**src/rioc_defs.svh**
```systemverilog
`ifndef RIOC_DEFS_SVH
`define RIOC_DEFS_SVH

// ----------------------------------------------------------------
// Register byte offsets
// ----------------------------------------------------------------
`define RIOC_OFS_CTRL        12'h000
`define RIOC_OFS_START       12'h004
`define RIOC_OFS_STATUS      12'h008
`define RIOC_OFS_INT_STATUS  12'h00C
`define RIOC_OFS_INT_MASK    12'h010
`define RIOC_OFS_VALUES      12'h014

// ----------------------------------------------------------------
// Field positions
// ----------------------------------------------------------------
`define RIOC_CTRL_MODE_LSB   0
`define RIOC_CTRL_HIGH_BIT   2
`define RIOC_ST_INT_TRIP     0
`define RIOC_ST_GEN_TRIP     1
`define RIOC_ST_BLOCK        2
`define RIOC_ST_DOUBLE       3
`define RIOC_ST_PEAK_LSB     16
`define RIOC_IRQ_RISE        0
`define RIOC_IRQ_FALL        1

// ----------------------------------------------------------------
// Reset values and setting limits (percent of rated current), scale factors and peak window length
// ----------------------------------------------------------------
`define RIOC_START_RESET     12'h0C8
`define RIOC_START_MIN       12'h00A
`define RIOC_START_MAX       12'h3E8
`define RIOC_START_MAX_HIGH  12'hBB8
`define RIOC_PCT_SCALE       16'h0064
`define RIOC_RATED_CODE      16'h1000
`define RIOC_PEAK_TO_RMS     16'h00B5
`define RIOC_PEAK_SHIFT      8
`define RIOC_PEAK_WINDOW     8'h14

`endif

```
**src/rioc_pkg.sv**
```systemverilog
package rioc_pkg;

  // Operating mode, off disables all tripping
  typedef enum logic [1:0] {
    RIOC_MODE_OFF  = 2'h0,
    RIOC_MODE_PEAK = 2'h1,
    RIOC_MODE_FUND = 2'h2
  } rioc_mode_t;

  // Settings that travel together from the register file
  typedef struct packed {
    rioc_mode_t  mode;
    logic        high_range;
    logic [11:0] start_pct;
  } rioc_cfg_t;

  // One measured sample with its fundamental companion
  typedef struct packed {
    logic [15:0] residual;
    logic [15:0] fundamental;
  } rioc_meas_t;

  // Evaluation sequencer, one-hot
  typedef enum logic [2:0] {
    RIOC_ST_IDLE    = 3'b001,
    RIOC_ST_COMPARE = 3'b010,
    RIOC_ST_UPDATE  = 3'b100
  } rioc_state_t;

endpackage : rioc_pkg

```
**src/rioc_peak.sv**
```systemverilog
`timescale 1ns/100ps
`include "rioc_defs.svh"

// Peak selection over a fixed block of samples that restarts every window
module rioc_peak
  import rioc_pkg::*;
(
  input  wire logic        clock_in,
  input  wire logic        rst_in,
  input  wire logic        sample_valid_in,
  input  wire logic [15:0] sample_in,
  output logic             peak_valid_out,
  output logic [15:0]      residual_peak_value_out
);

  // ----------------------------------------------------------------
  // Magnitude and window bookkeeping
  // ----------------------------------------------------------------
  logic [15:0] magnitude;       // |sample|, saturated
  logic [15:0] win_max_q;       // Largest magnitude in this window
  logic [7:0]  win_cnt_q;       // Samples seen in this window
  logic        win_last;        // Final sample of the window

  // Two's complement magnitude; -32768 saturates to keep 16 bits
  always_comb begin
    if (sample_in[15]) begin
      magnitude = (sample_in == 16'h8000) ? 16'h7FFF : 16'(~sample_in + 16'h0001);
    end else begin
      magnitude = sample_in;
    end
  end

  assign win_last = (win_cnt_q == `RIOC_PEAK_WINDOW - 8'h01);

  // Window counter, restarts after one network period of samples
  always_ff @(posedge clock_in or posedge rst_in) begin
    if (rst_in) begin
      win_cnt_q <= 8'h00;
    end else if (sample_valid_in) begin
      win_cnt_q <= win_last ? 8'h00 : win_cnt_q + 8'h01;
    end
  end

  // Running maximum; the final sample of a window clears it to zero
  always_ff @(posedge clock_in or posedge rst_in) begin
    if (rst_in) begin
      win_max_q <= 16'h0000;
    end else if (sample_valid_in) begin
      if (win_last) begin
        win_max_q <= 16'h0000;
      end else if (magnitude > win_max_q) begin
        win_max_q <= magnitude;
      end
    end
  end

  // Peak output, never lower than the present sample so pickup is sub-cycle
  always_ff @(posedge clock_in or posedge rst_in) begin
    if (rst_in) begin
      residual_peak_value_out <= 16'h0000;
      peak_valid_out          <= 1'b0;
    end else begin
      peak_valid_out <= sample_valid_in;
      if (sample_valid_in) begin
        residual_peak_value_out <= (magnitude > win_max_q) ? magnitude : win_max_q;
      end
    end
  end

endmodule : rioc_peak

```
**src/rioc_residual_ioc.sv**
```systemverilog
`timescale 1ns/100ps
`include "rioc_defs.svh"

module rioc_residual_ioc
  import rioc_pkg::*;
(
  input  wire logic        clock_in,
  input  wire logic        rst_in,
  // APB slave
  input  wire logic        psel,
  input  wire logic        penable,
  input  wire logic        pwrite,
  input  wire logic [11:0] paddr,
  input  wire logic [31:0] pwdata,
  output logic [31:0]      prdata,
  output logic             pready,
  output logic             pslverr,
  // Measurement stream from the preprocessing stage
  input  wire logic        sample_valid_in,
  input  wire logic [15:0] sample_in,
  input  wire logic [15:0] fundamental_rms_value_in,
  // Binary status inputs from user logic
  input  wire logic        threshold_double_in,
  input  wire logic        function_block_in,
  // Decisions
  output logic             internal_trip_out,
  output logic             general_trip_out,
  output logic             irq_out
);

  // ----------------------------------------------------------------
  // Declarations
  // ----------------------------------------------------------------
  rioc_cfg_t   cfg_q;           // Settings written by software
  rioc_meas_t  meas_q;          // Sample held for its evaluation
  rioc_state_t state_q;         // Evaluation sequencer
  rioc_state_t state_d;
  logic [15:0] peak_value;      // From the peak stage
  logic        peak_valid;      // Peak stage result is fresh
  logic [15:0] compared_q;      // Quantity chosen for comparison
  logic [31:0] lhs_q;           // Measured value times 100
  logic [31:0] rhs_q;           // Percent times rated code
  logic        above;           // Comparison result
  logic        internal_trip_q; // Non-latched internal trip
  logic        general_trip_q;  // Gated trip output
  logic [1:0]  int_status_q;    // Sticky events
  logic [1:0]  int_mask_q;      // Event enables
  logic [1:0]  events;          // Raw events this cycle
  logic        trip_next;       // Internal trip for the next cycle
  logic        apb_write;       // Access phase of a write
  logic        apb_read;        // Access phase of a read
  logic        addr_hit;        // Address decodes to a register
  logic [11:0] start_limit;     // Upper bound of the setting
  logic [11:0] start_clamped;   // Written setting inside its range
  logic [15:0] peak_rms_eq;     // Peak scaled to an RMS equivalent
  logic [31:0] peak_product;    // Peak times scale factor

  // ----------------------------------------------------------------
  // Peak selection
  // ----------------------------------------------------------------
  rioc_peak u_peak (
    .clock_in                (clock_in),
    .rst_in                  (rst_in),
    .sample_valid_in         (sample_valid_in),
    .sample_in               (sample_in),
    .peak_valid_out          (peak_valid),
    .residual_peak_value_out (peak_value)
  );

  // Fundamental value is taken as it comes with the sample
  always_ff @(posedge clock_in or posedge rst_in) begin
    if (rst_in) begin
      meas_q <= '0;
    end else if (sample_valid_in) begin
      meas_q.residual    <= sample_in;
      meas_q.fundamental <= fundamental_rms_value_in;
    end
  end

  // ----------------------------------------------------------------
  // Evaluation sequencer
  // ----------------------------------------------------------------
  // One pass per sample; a new sample can only arrive every second
  // cycle or later without being merged into the running pass
  always_comb begin
    case (state_q)
      RIOC_ST_IDLE:    state_d = peak_valid ? RIOC_ST_COMPARE : RIOC_ST_IDLE;
      RIOC_ST_COMPARE: state_d = RIOC_ST_UPDATE;
      RIOC_ST_UPDATE:  state_d = peak_valid ? RIOC_ST_COMPARE : RIOC_ST_IDLE;
      default:         state_d = RIOC_ST_IDLE;
    endcase
  end

  always_ff @(posedge clock_in or posedge rst_in) begin
    if (rst_in) begin
      state_q <= RIOC_ST_IDLE;
    end else begin
      state_q <= state_d;
    end
  end

  // ----------------------------------------------------------------
  // Instantaneous decision
  // ----------------------------------------------------------------
  // Peak of a sine is 1.414 times its RMS, so scale by 181/256 to
  // keep one setting meaningful in both modes
  assign peak_product = 32'(peak_value) * 32'(`RIOC_PEAK_TO_RMS);
  assign peak_rms_eq  = peak_product[`RIOC_PEAK_SHIFT +: 16];

  // Select quantity when the fresh peak arrives
  always_ff @(posedge clock_in or posedge rst_in) begin
    if (rst_in) begin
      compared_q <= 16'h0000;
    end else if (peak_valid) begin
      if (cfg_q.mode == RIOC_MODE_FUND) begin
        compared_q <= meas_q.fundamental;
      end else begin
        compared_q <= peak_rms_eq;
      end
    end
  end

  // Percent compare without a divider: value*100 against pct*rated
  always_ff @(posedge clock_in or posedge rst_in) begin
    if (rst_in) begin
      lhs_q <= 32'h0000_0000;
      rhs_q <= 32'h0000_0000;
    end else if (state_q == RIOC_ST_COMPARE) begin
      lhs_q <= 32'(compared_q) * 32'(`RIOC_PCT_SCALE);
      if (threshold_double_in) begin
        rhs_q <= (32'(cfg_q.start_pct) * 32'(`RIOC_RATED_CODE)) << 1;
      end else begin
        rhs_q <= 32'(cfg_q.start_pct) * 32'(`RIOC_RATED_CODE);
      end
    end
  end

  assign above = (lhs_q > rhs_q);

  // Internal trip follows the comparison, no timer and no latch
  always_comb begin
    trip_next = internal_trip_q;
    if (cfg_q.mode == RIOC_MODE_OFF) begin
      trip_next = 1'b0;
    end else if (state_q == RIOC_ST_UPDATE) begin
      trip_next = above;
    end
  end

  always_ff @(posedge clock_in or posedge rst_in) begin
    if (rst_in) begin
      internal_trip_q <= 1'b0;
    end else begin
      internal_trip_q <= trip_next;
    end
  end

  // ----------------------------------------------------------------
  // Decision logic
  // ----------------------------------------------------------------
  // Block acts at once, it does not wait for the next sample
  always_ff @(posedge clock_in or posedge rst_in) begin
    if (rst_in) begin
      general_trip_q <= 1'b0;
    end else begin
      general_trip_q <= trip_next && !function_block_in;
    end
  end

  assign internal_trip_out = internal_trip_q;
  assign general_trip_out  = general_trip_q;

  // ----------------------------------------------------------------
  // Interrupts
  // ----------------------------------------------------------------
  // Rising and falling edges of the general trip
  assign events[`RIOC_IRQ_RISE] = !general_trip_q && (trip_next && !function_block_in);
  assign events[`RIOC_IRQ_FALL] = general_trip_q && !(trip_next && !function_block_in);

  // Write one to clear; a new event in the same cycle wins
  always_ff @(posedge clock_in or posedge rst_in) begin
    if (rst_in) begin
      int_status_q <= 2'h0;
    end else begin
      if (apb_write && paddr == `RIOC_OFS_INT_STATUS) begin
        int_status_q <= (int_status_q & ~pwdata[1:0]) | events;
      end else begin
        int_status_q <= int_status_q | events;
      end
    end
  end

  assign irq_out = |(int_status_q & int_mask_q);

  // ----------------------------------------------------------------
  // APB register file
  // ----------------------------------------------------------------
  // Zero wait state; unmapped addresses answer with pslverr
  assign apb_write = psel && penable && pwrite;
  assign apb_read  = psel && penable && !pwrite;
  assign pready    = 1'b1;

  always_comb begin
    case (paddr)
      `RIOC_OFS_CTRL,
      `RIOC_OFS_START,
      `RIOC_OFS_STATUS,
      `RIOC_OFS_INT_STATUS,
      `RIOC_OFS_INT_MASK,
      `RIOC_OFS_VALUES: addr_hit = 1'b1;
      default:          addr_hit = 1'b0;
    endcase
  end

  assign pslverr = psel && penable && !addr_hit;

  // Range of the setting depends on the high-range option
  assign start_limit = cfg_q.high_range ? `RIOC_START_MAX_HIGH : `RIOC_START_MAX;

  // Out-of-range writes saturate rather than being refused
  always_comb begin
    if (pwdata[11:0] < `RIOC_START_MIN) begin
      start_clamped = `RIOC_START_MIN;
    end else if (pwdata[31:12] != 20'h00000 || pwdata[11:0] > start_limit) begin
      start_clamped = start_limit;
    end else begin
      start_clamped = pwdata[11:0];
    end
  end

  // Settings; mode code 3 is not a mode and is stored as off
  always_ff @(posedge clock_in or posedge rst_in) begin
    if (rst_in) begin
      cfg_q.mode       <= RIOC_MODE_OFF;
      cfg_q.high_range <= 1'b0;
      cfg_q.start_pct  <= `RIOC_START_RESET;
    end else if (apb_write) begin
      if (paddr == `RIOC_OFS_CTRL) begin
        case (pwdata[`RIOC_CTRL_MODE_LSB +: 2])
          2'h1:    cfg_q.mode <= RIOC_MODE_PEAK;
          2'h2:    cfg_q.mode <= RIOC_MODE_FUND;
          default: cfg_q.mode <= RIOC_MODE_OFF;
        endcase
        cfg_q.high_range <= pwdata[`RIOC_CTRL_HIGH_BIT];
        // Dropping the option pulls an extended setting back in range
        if (!pwdata[`RIOC_CTRL_HIGH_BIT] && cfg_q.start_pct > `RIOC_START_MAX) begin
          cfg_q.start_pct <= `RIOC_START_MAX;
        end
      end else if (paddr == `RIOC_OFS_START) begin
        cfg_q.start_pct <= start_clamped;
      end
    end
  end

  // Interrupt mask
  always_ff @(posedge clock_in or posedge rst_in) begin
    if (rst_in) begin
      int_mask_q <= 2'h0;
    end else if (apb_write && paddr == `RIOC_OFS_INT_MASK) begin
      int_mask_q <= pwdata[1:0];
    end
  end

  // Read data registered-free: mux of live state, zero when idle
  always_comb begin
    prdata = 32'h0000_0000;
    if (apb_read) begin
      case (paddr)
        `RIOC_OFS_CTRL: begin
          prdata[`RIOC_CTRL_MODE_LSB +: 2] = cfg_q.mode;
          prdata[`RIOC_CTRL_HIGH_BIT]      = cfg_q.high_range;
        end
        `RIOC_OFS_START: begin
          prdata[11:0] = cfg_q.start_pct;
        end
        `RIOC_OFS_STATUS: begin
          prdata[`RIOC_ST_INT_TRIP]       = internal_trip_q;
          prdata[`RIOC_ST_GEN_TRIP]       = general_trip_q;
          prdata[`RIOC_ST_BLOCK]          = function_block_in;
          prdata[`RIOC_ST_DOUBLE]         = threshold_double_in;
          prdata[`RIOC_ST_PEAK_LSB +: 16] = peak_value;
        end
        `RIOC_OFS_INT_STATUS: begin
          prdata[1:0] = int_status_q;
        end
        `RIOC_OFS_INT_MASK: begin
          prdata[1:0] = int_mask_q;
        end
        `RIOC_OFS_VALUES: begin
          prdata[15:0]  = compared_q;
          prdata[31:16] = meas_q.fundamental;
        end
        default: begin
          prdata = 32'h0000_0000;
        end
      endcase
    end
  end

endmodule : rioc_residual_ioc

```
**config.mk**
```make
export PLATFORM = sky130hd
export DESIGN_NAME = rioc_residual_ioc
export DESIGN_NICKNAME = d
export VERILOG_FILES = /design/src/rioc_pkg.sv /design/src/rioc_peak.sv /design/src/rioc_residual_ioc.sv
export VERILOG_INCLUDE_DIRS = /design/src
export SDC_FILE = /design/constraint.sdc
export NUM_CORES = 1
export LEC_CHECK = 0
export ABC_AREA = 1
export CAP_MARGIN = 40
export CELL_PAD_IN_SITES_DETAIL_PLACEMENT = 0
export CELL_PAD_IN_SITES_GLOBAL_PLACEMENT = 1
export CORE_UTILIZATION = 48
export DETAILED_ROUTE_END_ITERATION = 7
export DONT_BUFFER_PORTS = 1
export PLACE_DENSITY = 0.9
export SETUP_SLACK_MARGIN = 0.1
export SKIP_CTS_REPAIR_TIMING = 1
export SLEW_MARGIN = 20
export SYNTH_ARGS = -nofsm -noshare
export SYNTH_HDL_FRONTEND = slang
export SYNTH_SLANG_ARGS = --single-unit
```
**constraint.sdc**
```tcl
create_clock -name clock_in -period 4.57 [get_ports clock_in]
set_input_delay 0.457 -clock clock_in [delete_from_list [all_inputs] [get_ports clock_in]]
set_output_delay 0.457 -clock clock_in [all_outputs]
set_load 0.05 [all_outputs]
```
## Word level (Yosys, flattened, before mapping)

Cells that the tools add are included.

| storage, ports and cells | value |
|---|---|
| flip-flop bits (word level) | 150 |
| bits of input ports | 84 |
| output and inout bits | 37 |

| operators by class | value |
|---|---|
| add/sub/neg operators | 2 |
| multiply operators | 2 |
| $lt $le $gt $ge | 5 |
| equality and inequality tests | 14 |
| mux-type cells | 27 |
| bitwise operators | 6 |
| reductions and logical operators | 26 |

Operator list:

| operator | number |
|---|---|
| $mux 16 | 5 |
| $mux 12 | 6 |
| $gt 23x32->1 | 1 |
| $mux 32 | 1 |
| $pmux 16 s2 | 1 |
| $mux 25 | 1 |
| $eq 12x4->1 const B | 2 |
| $eq 12x5->1 const B | 2 |
| $mul 16x8->24 const B | 1 |
| $mul 16x5->21 const B | 1 |
| $reduce_bool 20->1 | 1 |
| $add 16x1->16 const B | 1 |
| $eq 16x16->1 const B | 1 |
| $gt 16x16->1 | 1 |
| $not 16->16 | 1 |
| $pmux 8 s2 | 1 |
| $eq 12x3->1 const B | 1 |
| $gt 12x10->1 const B | 1 |
| $gt 12x12->1 | 1 |
| $logic_not 12->1 | 1 |
| $lt 12x4->1 const B | 1 |
| $pmux 2 s6 | 1 |
| $logic_and 1x1->1 | 10 |
| $add 8x1->8 const B | 1 |
| other kinds (26) | 38 |

## Logic depth before layout (Yosys ltp)

Gate-level depths: netlist (run 1).

| logic depth | value |
|---|---|
| depth after elaboration | 8 |
| gate-level depth with buffers | 22 |
| depth with buffers taken out | 22 |

## Cells and area by module

Synthesis (run 1) repeated with hierarchy kept, for this count alone.

| unflattened totals | value |
|---|---|
| cells, all modules | 1,694 |
| area total of the unflattened synthesis | 12,239.2 um^2 |

By module, submodules not included:

| module | instances | cells each | area each (um^2) |
|---|---|---|---|
| rioc_residual_ioc | 1 | 1,259 | 9,337.7 |
| rioc_peak | 1 | 435 | 2,901.5 |

## Least setup slack after synthesis (run 1)

OpenSTA, ideal clock, no wires.

| path | value |
|---|---|
| kind | register to register |
| from | register u_peak.residual_peak_value_out[5] |
| to | register compared_q[9] |
| library setup time | 135 ps |
| data arrival time | 3,546 ps |
| setup slack | 889 ps |
| stages on the path, launching flop included | 19 |
| path through | dfrtp_1 -> ha_1 -> xor2_1 -> ha_1 -> fa_1 -> inv_1 -> fa_1 -> inv_1 -> ha_1 -> a21oi_1 -> inv_1 -> nor2_1 -> nor2_1 -> nor2_1 -> nand2_1 -> nand2_1 -> nand3_1 -> nand2_1 -> o21ai_0 |

| between the ends | value |
|---|---|
| longest elaborated chain between the ends | 2 |

RTL lines:

| item | RTL line | source |
|---|---|---|
| start: declaration | rioc_peak.sv:13 | `output logic [15:0] residual_peak_value_out` |
| start signal: assignment | rioc_peak.sv:65 | `residual_peak_value_out <= (magnitude > win_max_q) ? magnitude : win_max_q;` |
| $mul 16x8->24 | rioc_residual_ioc.sv:107 | `` assign peak_product = 32'(peak_value) * 32'(`RIOC_PEAK_TO_RMS); `` |
| $mux 16 | rioc_residual_ioc.sv:115 | `if (cfg_q.mode == RIOC_MODE_FUND) begin` |
| end signal: assignment | rioc_residual_ioc.sv:116 | `compared_q <= meas_q.fundamental;` |
| end signal: assignment | rioc_residual_ioc.sv:118 | `compared_q <= peak_rms_eq;` |
| end: declaration | rioc_residual_ioc.sv:40 | `logic [15:0] compared_q;` |

No other way between the ends.
A chain may end at the register's enable or synchronous reset.

## Final worst setup path (run 1)

Same ends and word-level chain as after synthesis.

==> summary.txt, run 1 <==
Timing
  • Setup repair after global routing missed its margin: no
  • Worst-margin pin slew: around 0.85 ns
  • Worst slew margin relative to its limit: between 40% and 50%
  • F_max: about 0.25 GHz
  • Fin crit share: about nine tenths
  • Clock skew after layout: around 0.016 ns
  • Post-route setup TNS: 0 ns
  • Final number of setup-violating endpoints: 0
  • Max-slew violation total from the final report: 0
  • Hold Vio Cnt, Final: 0
  • Final critical path time including I/O delays and setup: slightly above 4 ns

Floorplan
  • Die Footprint: 0.0263 mm²
  • Core area: 0.0252 mm²
  • Starting Density: a little under 50%
  • Num ports: about 120
  • Die width: 162 µm
  • Height of the die: roughly 160 µm
  • Count of standard-cell rows: between 50 and 60

Critical path
  • Data required time of the worst path: ~4.8 ns
  • Capturing element type of the critical path: flip-flop
  • Arrival time worst endpoint: about 4.3 ns
  • Classification of the worst setup path: reg2reg
  • Maximum net fanout on the critical path: 8
  • Startpoint type of the worst setup path: flip-flop

Clocking
  • Master cell of the clock root buffer: clkbuf_16
  • Clock latency at the later pin of the worst-skew pair: between 0.4 and 0.5 ns
  • Clock tree from TritonCTS: yes
  • Clock-pin slew on the worst setup and hold paths: 0.06 ns
  • Maximum root-to-sink buffer count: 2
  • Number of CTS-inserted buffers: 17
  • Number of sinks on the clock net: approximately 130
  • H-tree levels: 4

Finish
  • Net count of the finished layout: between 2,000 and 2,500
  • Number of standard cells in the final layout excluding fillers: approximately 2,100
  • Utilization after layout: between 50 and 60%
  • Antenna diodes: 0
  • Fraction of layout instances using a drive strength above 1: under 10%
  • Growth of design area from synthesis to finish: 9.39%
  • Commonest non-fill, non-tap cell in the layout: nand2_1
  • Most frequent cells in the layout: nand2_1, inv_1, ha_1

Min path
  • Min-Delay Path Class: in2reg

Run status
  • Status: finished, final reports clean

Drt
  • Average detailed-routed wire length per instance: between 15 and 20 µm
  • Via density: around 5.3
  • Overall via count from detail_route: about 11,000
  • DRC violations left: 0
  • First DRT Iteration DRCs: 593
  • Detailed-routing iteration count for the pre-antenna-repair pass: 5
  • Final Routed Wirelength: between 30,000 and 40,000 µm
  • Antenna violation net count after detailed routing: 0

Global route
  • Number of antenna violations at the first check in global routing: 0
  • Total routing usage reported by global routing: 25.3%
  • Number of global-route vias before repair: approximately 11,000
  • Maximum number of pins on one net before global-route repair: 59
  • Overflow after GRT: 0
  • Global-route wire length before repair: between 50,000 and 60,000 µm

Synth
  • Count of different cell masters after synthesis: 50
  • Most frequently used flop master after synthesis: dfrtp_1
  • Sequential element share of the synthesized area: between 20% and 30%
  • Post-Synthesis Cells: between 1,500 and 2,000
  • Yosys warning count: 0
  • Number of register bits inferred by synthesis: ~130
  • Post-Syn Nets: approximately 2,000
  • Synthesized area divided by synthesized cell count: approximately 7.1 µm²
  • Number of enable flip-flop cells after synthesis: 0
  • Cell area after synthesis: 0.0123 mm²
  • Share of flip-flops with an asynchronous set or reset: 100%

Placement
  • Total instance count after detailed placement: 2,047
  • Number of port buffers: 0
  • Half-perimeter wire length after placement: between 20,000 and 30,000 µm
  • Routability congestion estimate from global placement: approximately 0.91

Run
  • Number of maximum-capacitance violations: 0
## worst max-delay path, stage by stage (launching register included)
cell	delay (ns)
dfrtp_1	0.50
ha_1	0.41
xor2_1	0.19
ha_1	0.30
fa_1	0.53
inv_1	0.05
fa_1	0.53
inv_1	0.04
ha_1	0.34
a21oi_1	0.22
inv_1	0.06
nor2_1	0.21
nor2_1	0.07
nor2_1	0.14
nand2_1	0.07
nand2_1	0.05
nand3_1	0.06
nand2_1	0.07
o21ai_0	0.07
## cell usage after synthesis (all sizes together) (4+ instances only)
library cell | n | area share, %
clkbuf | 24 | 0.73
xnor2 | 8 | 0.57
nor2 | 111 | 3.6
inv | 292 | 8.9
o22ai | 13 | 0.66
o21ai | 81 | 3.4
nor4 | 5 | 0.43
a21oi | 78 | 3.2
a21o | 10 | 0.61
ha | 150 | 15
dfstp | 4 | 0.86
fa | 41 | 6.7
buf | 18 | 0.94
dfrtp | 127 | 26
nand3 | 124 | 5.2
o211ai | 15 | 0.92
nor3 | 21 | 1.0
xor2 | 24 | 1.7
nand3b | 11 | 0.67
nand4 | 33 | 1.8
nand2 | 501 | 15
o21bai | 8 | 0.49
## final timing paths
check	from	endpoint	slack, ns	cells after the start
worst max register to register	u_peak.residual_peak_value_out[5]$_DFFE_PP0P_	compared_q[9]$_DFFE_PP0P_	0.50	18
max in group asynchronous	rst_in	meas_q[7]$_DFFE_PP0P_	3.36	3
min in group asynchronous	rst_in	u_peak.win_cnt_q[3]$_DFFE_PP0P_	0.45	2
worst max-delay path	u_peak.residual_peak_value_out[5]$_DFFE_PP0P_	compared_q[9]$_DFFE_PP0P_	0.50	18
worst min register to register	u_peak.win_max_q[13]$_DFFE_PP0P_	u_peak.win_max_q[13]$_DFFE_PP0P_	0.48	2
worst min-delay path	sample_valid_in	u_peak.peak_valid_out$_DFF_PP0_	0.08	0
## layout make-up
class / instances / area, µm²
Timing Repair Buffer: 40 / 335
Inverter: 294 / 1110
Fill cell: 2470 / 11700
Sequential cell: 131 / 3280
Clock buffer: 18 / 439
Multi-Input combinational cell: 1253 / 7730
Tap cell: 330 / 413
Clock inverter: 14 / 144
## metal layers
layer | up-vias | GRT usage [%] | routed length, µm
met1 | 5192 | 32.5 | 14300
li1 | 5552 | - | -
met2 | 232 | 43.8 | 15700
met4 | 0 | 7.38 | 709
met3 | 38 | 3.96 | 1220
met5 | - | 0 | 0
## sequential cells by signal, summed over array words and instances (netlist names)
signal,count
u_peak.residual_peak_value_out,16
compared_q,16
meas_q,16
cfg_q,15
lhs_q,21
u_peak.peak_valid_out,1
state_q,3
int_mask_q,2
general_trip_out,1
internal_trip_out,1
int_status_q,2
rhs_q,13
u_peak.win_cnt_q,8
u_peak.win_max_q,16
## logic make-up after synthesis
logic type      count (synthesis)  synth area share (%)
compound gates                216                  9.91
xor+xnor                       32                  2.28
fa+ha+maj                     191                  21.9
buf+inv                       336                  10.6
flops                         131                  26.7
other cells                     1                0.0305
simple gates                  813                  28.5
## stage by stage
step	hold WS, ns	worst slack [ns]	area (µm²)
floorplan	0.443	0.622	12300
global placement	0.459	0.593	12800
detailed placement	0.287	0.539	12900
CTS	-0.167	0.497	13400
global route	0.0432	0.186	13400
finish	0.0777	0.500	13400
Power of run 1 is left out: the tool's default activity adds up to more than one toggle a clock period on the data nets, which glitch-free logic cannot reach.
==> inputs of run 2 (changes only) <==
Settings changed: CORE_UTILIZATION 48 to 40, PLACE_DENSITY 0.9 to 0.78.
==> run 2 against run 1 <==
- hold slack got worse by 0.0099 ns
- final area is 0.88% higher
- non-clock buffer count up 3
- critical endpoint unchanged
- critical path type unchanged
- first-iteration DRC count rose by 7.3%
- core utilization shrank 8.1 points
- sequential share of layout area fell by 0.21 points
- count of clock-buffer cells in the layout unchanged
- global-route usage is 3.9 points lower
- fmax is 0.16% lower
- via count is 0.54% lower
- register-to-register slack is essentially flat
- cell count rose by 3.0%
==> summary.txt, run 2 (synthesis results as in run 1) <==
Run status
  • Status: finished, final reports clean (unchanged)

Timing
  • Final number of setup-violating endpoints: 0 (unchanged)
  • F_max: 0.245 GHz (was 0.246 GHz)
  • Max-slew violation total from the final report: 0 (unchanged)
  • Final Hold Slack: 0.0678 ns (was 0.0777 ns)
  • Fin crit share: 89.2% (was 89.1%)
  • Final critical path time including I/O delays and setup: 4.08 ns (was 4.07 ns)
  • Worst slew margin relative to its limit: 42.5% (was 43.2%)
  • Post-route setup TNS: 0 ns (unchanged)
  • Hold Vio Cnt, Final: 0 (unchanged)
  • Clock skew after layout: 0.0135 ns (was 0.0164 ns)
  • Worst-margin pin slew: 0.858 ns (was 0.847 ns)
  • Setup repair after global routing missed its margin: no (unchanged)

Finish
  • Max reg flops: 21 (unchanged)
  • Growth of design area from synthesis to finish: 10.4% (was 9.39%)
  • Most frequent cells in the layout: nand2_1, inv_1, ha_1 (unchanged)
  • Total area of multi-input combinational cells: 0.00773 mm² (unchanged)
  • Fraction of layout instances using a drive strength above 1: 6.16% (was 6.00%)
  • Largest reg by FF count: lhs_q (unchanged)
  • Finished layout cell area: 0.0136 mm² (was 0.0134 mm²)
  • Antenna diodes: 0 (unchanged)
  • Net count of the finished layout: 2,015 (was 2,012)
  • Commonest non-fill, non-tap cell in the layout: nand2_1 (unchanged)
  • Area of all sequential standard cells: 0.00328 mm² (unchanged)
  • Filler cells: 3,107 (was 2,470)

Critical path
  • Classification of the worst setup path: reg2reg (unchanged)
  • Maximum net fanout on the critical path: 8 (unchanged)
  • Worst reg2reg path depth: 18 (unchanged)
  • Startpoint type of the worst setup path: flip-flop (unchanged)
  • Capturing element type of the critical path: flip-flop (unchanged)
  • Data required time of the worst path: 4.85 ns (was 4.84 ns)
  • Arrival time worst endpoint: 4.36 ns (was 4.34 ns)

Drt
  • Final Routed Wirelength: 32,800 µm (was 31,900 µm)
  • Antenna violation net count after detailed routing: 0 (unchanged)
  • Average detailed-routed wire length per instance: 15.3 µm (about the same)
  • Detailed-routing iteration count for the pre-antenna-repair pass: 5 (unchanged)
  • Overall via count from detail_route: 10,955 (was 11,014)
  • Via density: 5.11 (was 5.30)
  • First DRT Iteration DRCs: 636 (was 593)
  • DRC violations left: 0 (unchanged)

Run
  • Number of maximum-capacitance violations: 0 (unchanged)

Clocking
  • Clock-pin slew on the worst setup and hold paths: 0.07 ns (was 0.06 ns)
  • H-tree levels: 4 (unchanged)
  • Number of CTS-inserted buffers: 17 (unchanged)
  • Master cell of the clock root buffer: clkbuf_16 (unchanged)
  • Maximum root-to-sink buffer count: 2 (unchanged)
  • Clock latency at the later pin of the worst-skew pair: 0.43 ns (about the same)
  • Clock tree from TritonCTS: yes (unchanged)
  • Number of sinks on the clock net: 131 (unchanged)

Global route
  • Number of global-route vias before repair: 10,759 (was 10,643)
  • Number of antenna violations at the first check in global routing: 0 (unchanged)
  • Total routing usage reported by global routing: 21.4% (was 25.3%)
  • Overflow after GRT: 0 (unchanged)
  • Global-route wire length before repair: 53,400 µm (was 52,900 µm)
  • Maximum number of pins on one net before global-route repair: 56 (was 59)

Floorplan
  • Starting Density: 41.0% (was 48.8%)
  • Core area: 0.0300 mm² (was 0.0252 mm²)
  • Count of standard-cell rows: 63 (was 58)
  • Die width: 177 µm (was 162 µm)
  • Num ports: 121 (unchanged)
  • Die Footprint: 0.0314 mm² (was 0.0263 mm²)
  • Height of the die: 177 µm (was 162 µm)

Placement
  • Number of port buffers: 0 (unchanged)
  • Half-perimeter wire length after placement: 26,700 µm (was 26,000 µm)
  • Routability congestion estimate from global placement: 0.897 (was 0.913)
  • Cell area after placement: 0.0129 mm² (about the same)

Min path
  • Cells on Worst Hold Path: 0 (unchanged)
  • Min-Delay Path Class: in2reg (unchanged)
run 2: changes by cell type in the layout (fill, tap and decap cells not counted), sizes merged:
| cell | before | now |
|---|---|---|
| buf | 39 | 42 |
| clkinv | 5 | 7 |
| bufinv | 1 | 2 |
| clkinvlp | 4 | 1 |
run 2: final cells by class:
| class | instances | area share (%) |
|---|---|---|
| multi-input combinational | 1253 | 57.0 |
| sequential | 131 | 24.2 |
| inverter | 294 | 8.17 |
| tap | 390 | 3.60 |
| clock buffer | 18 | 3.24 |
| timing repair buffer | 43 | 2.60 |
| clock inverter | 14 | 1.24 |
run 2: worst max-delay path, stage by stage (launching register included):
cell and delay, ns:
dfrtp_1 0.49, ha_1 0.40, xor2_1 0.19, ha_1 0.30, fa_1 0.54, inv_1 0.05
fa_1 0.52, inv_1 0.04, ha_1 0.34, a21oi_1 0.24, inv_1 0.07, nor2_1 0.21
nor2_1 0.06, nor2_1 0.16, nand2_1 0.07, nand2_1 0.05, nand3_1 0.06, nand2_1 0.06
o21ai_0 0.07
run 2: final timing paths:
kind	slack (ns)	end	startpoint
worst max-delay path	0.49	compared_q[9]$_DFFE_PP0P_	u_peak.residual_peak_value_out[5]$_DFFE_PP0P_
worst min-delay path	0.07	u_peak.peak_valid_out$_DFF_PP0_	sample_valid_in
worst max register to register	0.49	compared_q[9]$_DFFE_PP0P_	u_peak.residual_peak_value_out[5]$_DFFE_PP0P_
worst min register to register	0.48	lhs_q[6]$_DFFE_PP0P_	lhs_q[6]$_DFFE_PP0P_
max in group asynchronous	3.22	u_peak.win_max_q[5]$_DFFE_PP0P_	rst_in
min in group asynchronous	0.56	u_peak.win_cnt_q[3]$_DFFE_PP0P_	rst_in
run 2: metal layers:
metal  track usage [%]  vias up  routed length, µm
met2              36.8      193              16000
met4              5.09        0                495
met1              27.9     5164              15100
met3              3.47       38               1160
li1                  -     5560                  -
met5                 0        -                  0
run 2: through the flow:
step / setup slack, ns / utilization [%] / cells
2_1_floorplan: 0.622 / - / 1720
3_3_place_gp: 0.598 / 43.0 / 2106
6_report: 0.494 / 45.3 / 2143
3_5_place_dp: 0.531 / 43.2 / 2109
5_1_grt: 0.227 / 45.3 / 2143
4_1_cts: 0.510 / 45.2 / 2141
Power of run 2 is left out for the same reason.
==> inputs of run 3 (changes only) <==
Settings changed: MAX_ROUTING_LAYER from default to met4.
==> run 3 against run 2 <==
- hold slack better by 0.013 ns
- via count barely moved
- fmax up 0.74%
- sequential cell count unchanged
- global-route usage grew 0.90 points
- sequential share of layout area fell by 0.056 points
- register-to-register slack improved by 0.03 ns
- critical path depth stayed put
- clock skew down 0.0041 ns
- routed wire length is 0.48% higher
- die area unchanged
- setup slack better by 0.030 ns
- critical endpoint unchanged
- largest cell class unchanged
==> summary.txt, run 3 (synthesis results as in run 1) <==
Placement
  • Cell area after placement: 0.0129 mm² (unchanged)
  • Routability congestion estimate from global placement: 0.910 (was 0.897)
  • Half-perimeter wire length after placement: 26,900 µm (was 26,700 µm)
  • Number of port buffers: 0 (unchanged)

Critical path
  • Worst stage delay on the critical path: 0.53 ns (was 0.54 ns)
  • Maximum net fanout on the critical path: 8 (unchanged)
  • Startpoint type of the worst setup path: flip-flop (unchanged)
  • Capturing element type of the critical path: flip-flop (unchanged)
  • Slowest CP cell: fa_1 (unchanged)
  • Critical path, cell by cell: ha_1, xor2_1, ha_1, fa_1, inv_1, fa_1, inv_1, ha_1, a21oi_1, inv_1, nor2_1, nor2_1, nor2_1, nand2_1, nand2_1, nand3_1, nand2_1, o21ai_0 (unchanged)
  • Arrival time worst endpoint: 4.32 ns (was 4.36 ns)
  • Data required time of the worst path: 4.85 ns (about the same)
  • Classification of the worst setup path: reg2reg (unchanged)

Floorplan
  • Core area: 0.0300 mm² (unchanged)
  • Height of the die: 177 µm (unchanged)
  • Num ports: 121 (unchanged)
  • Count of standard-cell rows: 63 (unchanged)
  • Die Footprint: 0.0314 mm² (unchanged)
  • Starting Density: 41.0% (unchanged)
  • Die width: 177 µm (unchanged)

Drt
  • Final Routed Wirelength: 33,000 µm (was 32,800 µm)
  • Average detailed-routed wire length per instance: 15.4 µm (was 15.3 µm)
  • Detail Route met2 WL: 16,100 µm (was 16,000 µm)
  • Detail Route met3 WL: 1230 µm (was 1160 µm)
  • Antenna violation net count after detailed routing: 0 (unchanged)
  • First DRT Iteration DRCs: 596 (was 636)
  • Detailed-routing iteration count for the pre-antenna-repair pass: 5 (unchanged)
  • Overall via count from detail_route: 10,949 (was 10,955)
  • DRC violations left: 0 (unchanged)
  • Uppermost signal routing layer after detailed routing: met4 (unchanged)
  • M1 wire length: 15,100 µm (about the same)
  • Via density: 5.11 (about the same)

Global route
  • Number of global-route vias before repair: 10,769 (was 10,759)
  • Total routing usage reported by global routing: 22.3% (was 21.4%)
  • Global-route wire length before repair: 53,900 µm (was 53,400 µm)
  • Maximum number of pins on one net before global-route repair: 56 (unchanged)
  • Number of antenna violations at the first check in global routing: 0 (unchanged)
  • Overflow after GRT: 0 (unchanged)

Clocking
  • Number of sinks on the clock net: 131 (unchanged)
  • Number of CTS-inserted buffers: 17 (unchanged)
  • Clock tree from TritonCTS: yes (unchanged)
  • Clock-pin slew on the worst setup and hold paths: 0.06 ns (was 0.07 ns)
  • Maximum root-to-sink buffer count: 2 (unchanged)
  • Master cell of the clock root buffer: clkbuf_16 (unchanged)
  • Clock latency at the later pin of the worst-skew pair: 0.43 ns (about the same)
  • H-tree levels: 4 (unchanged)

Timing
  • F_max: 0.247 GHz (was 0.245 GHz)
  • Post-route setup TNS: 0 ns (unchanged)
  • Final number of setup-violating endpoints: 0 (unchanged)
  • Max-slew violation total from the final report: 0 (unchanged)
  • Clock skew after layout: 0.00937 ns (was 0.0135 ns)
  • Worst slew margin relative to its limit: 42.3% (was 42.5%)
  • Final critical path time including I/O delays and setup: 4.05 ns (was 4.08 ns)
  • Hold Vio Cnt, Final: 0 (unchanged)
  • Setup repair after global routing missed its margin: no (unchanged)
  • Worst-margin pin slew: 0.861 ns (was 0.858 ns)
  • Fin crit share: 88.5% (was 89.2%)

Finish
  • Antenna diodes: 0 (unchanged)
  • Growth of design area from synthesis to finish: 10.6% (was 10.4%)
  • Largest reg by FF count: lhs_q (unchanged)
  • Commonest non-fill, non-tap cell in the layout: nand2_1 (unchanged)
  • Fraction of layout instances using a drive strength above 1: 6.05% (was 6.16%)
  • Max reg flops: 21 (unchanged)
  • Most frequent cells in the layout: nand2_1, inv_1, ha_1 (unchanged)
  • Net count of the finished layout: 2,014 (was 2,015)
  • Finished layout cell area: 0.0136 mm² (about the same)

Min path
  • Min-Delay Path Class: in2reg (unchanged)

Run
  • Number of maximum-capacitance violations: 0 (unchanged)

Run status
  • Status: finished, final reports clean (unchanged)
## run 3: final cells by class
class	instances	area, µm²
multi-input combinational	1253	7730
clock inverter	14	224
sequential	131	3280
tap	390	488
timing repair buffer	42	338
inverter	294	1110
clock buffer	18	429
fill	3070	16400
## run 3: metrics by stage
| stage | instances | setup slack, ns | utilization (%) | hold WS, ns |
|---|---|---|---|---|
| after global placement | 2106 | 0.597 | 43.0 | 0.458 |
| after global routing | 2142 | 0.209 | 45.4 | 0.0539 |
| after CTS | 2141 | 0.500 | 45.4 | -0.0858 |
| final | 2142 | 0.523 | 45.4 | 0.0805 |
| after detailed placement | 2109 | 0.509 | 43.2 | 0.372 |
| after floorplan | 1720 | 0.622 | - | 0.443 |
## run 3: final timing paths
check                                                         startpoint  cells past startpoint                               to  slack (ns)
setup / recovery           u_peak.residual_peak_value_out[5]$_DFFE_PP0P_                     18        compared_q[9]$_DFFE_PP0P_        0.52
max in group asynchronous                                         rst_in                      4             state_q[0]$_DFF_PP1_        2.87
setup reg to reg           u_peak.residual_peak_value_out[5]$_DFFE_PP0P_                     18        compared_q[9]$_DFFE_PP0P_        0.52
hold / removal                                           sample_valid_in                      0  u_peak.peak_valid_out$_DFF_PP0_        0.08
min in group asynchronous                                         rst_in                      2            meas_q[5]$_DFFE_PP0P_        0.54
hold reg to reg                          u_peak.win_max_q[7]$_DFFE_PP0P_                      2  u_peak.win_max_q[7]$_DFFE_PP0P_        0.48
## run 3: layer usage
layer	vias up	track usage, %
met4	0	4.99
met3	40	3.17
li1	5547	-
met2	226	37.8
met1	5136	28.1
met5	-	-
## run 3: critical path, delay by kind of cell, from the launching register on
family | cells | cell delay (ns)
and+or+nand+nor | 7 | 0.64
buffers and inverters | 3 | 0.16
adders and majority gates | 5 | 2.11
AOI/OAI and AO/OA | 2 | 0.30
DFF | 1 | 0.49
xor gates and xnor gates | 1 | 0.18
Power of run 3 is left out for the same reason.
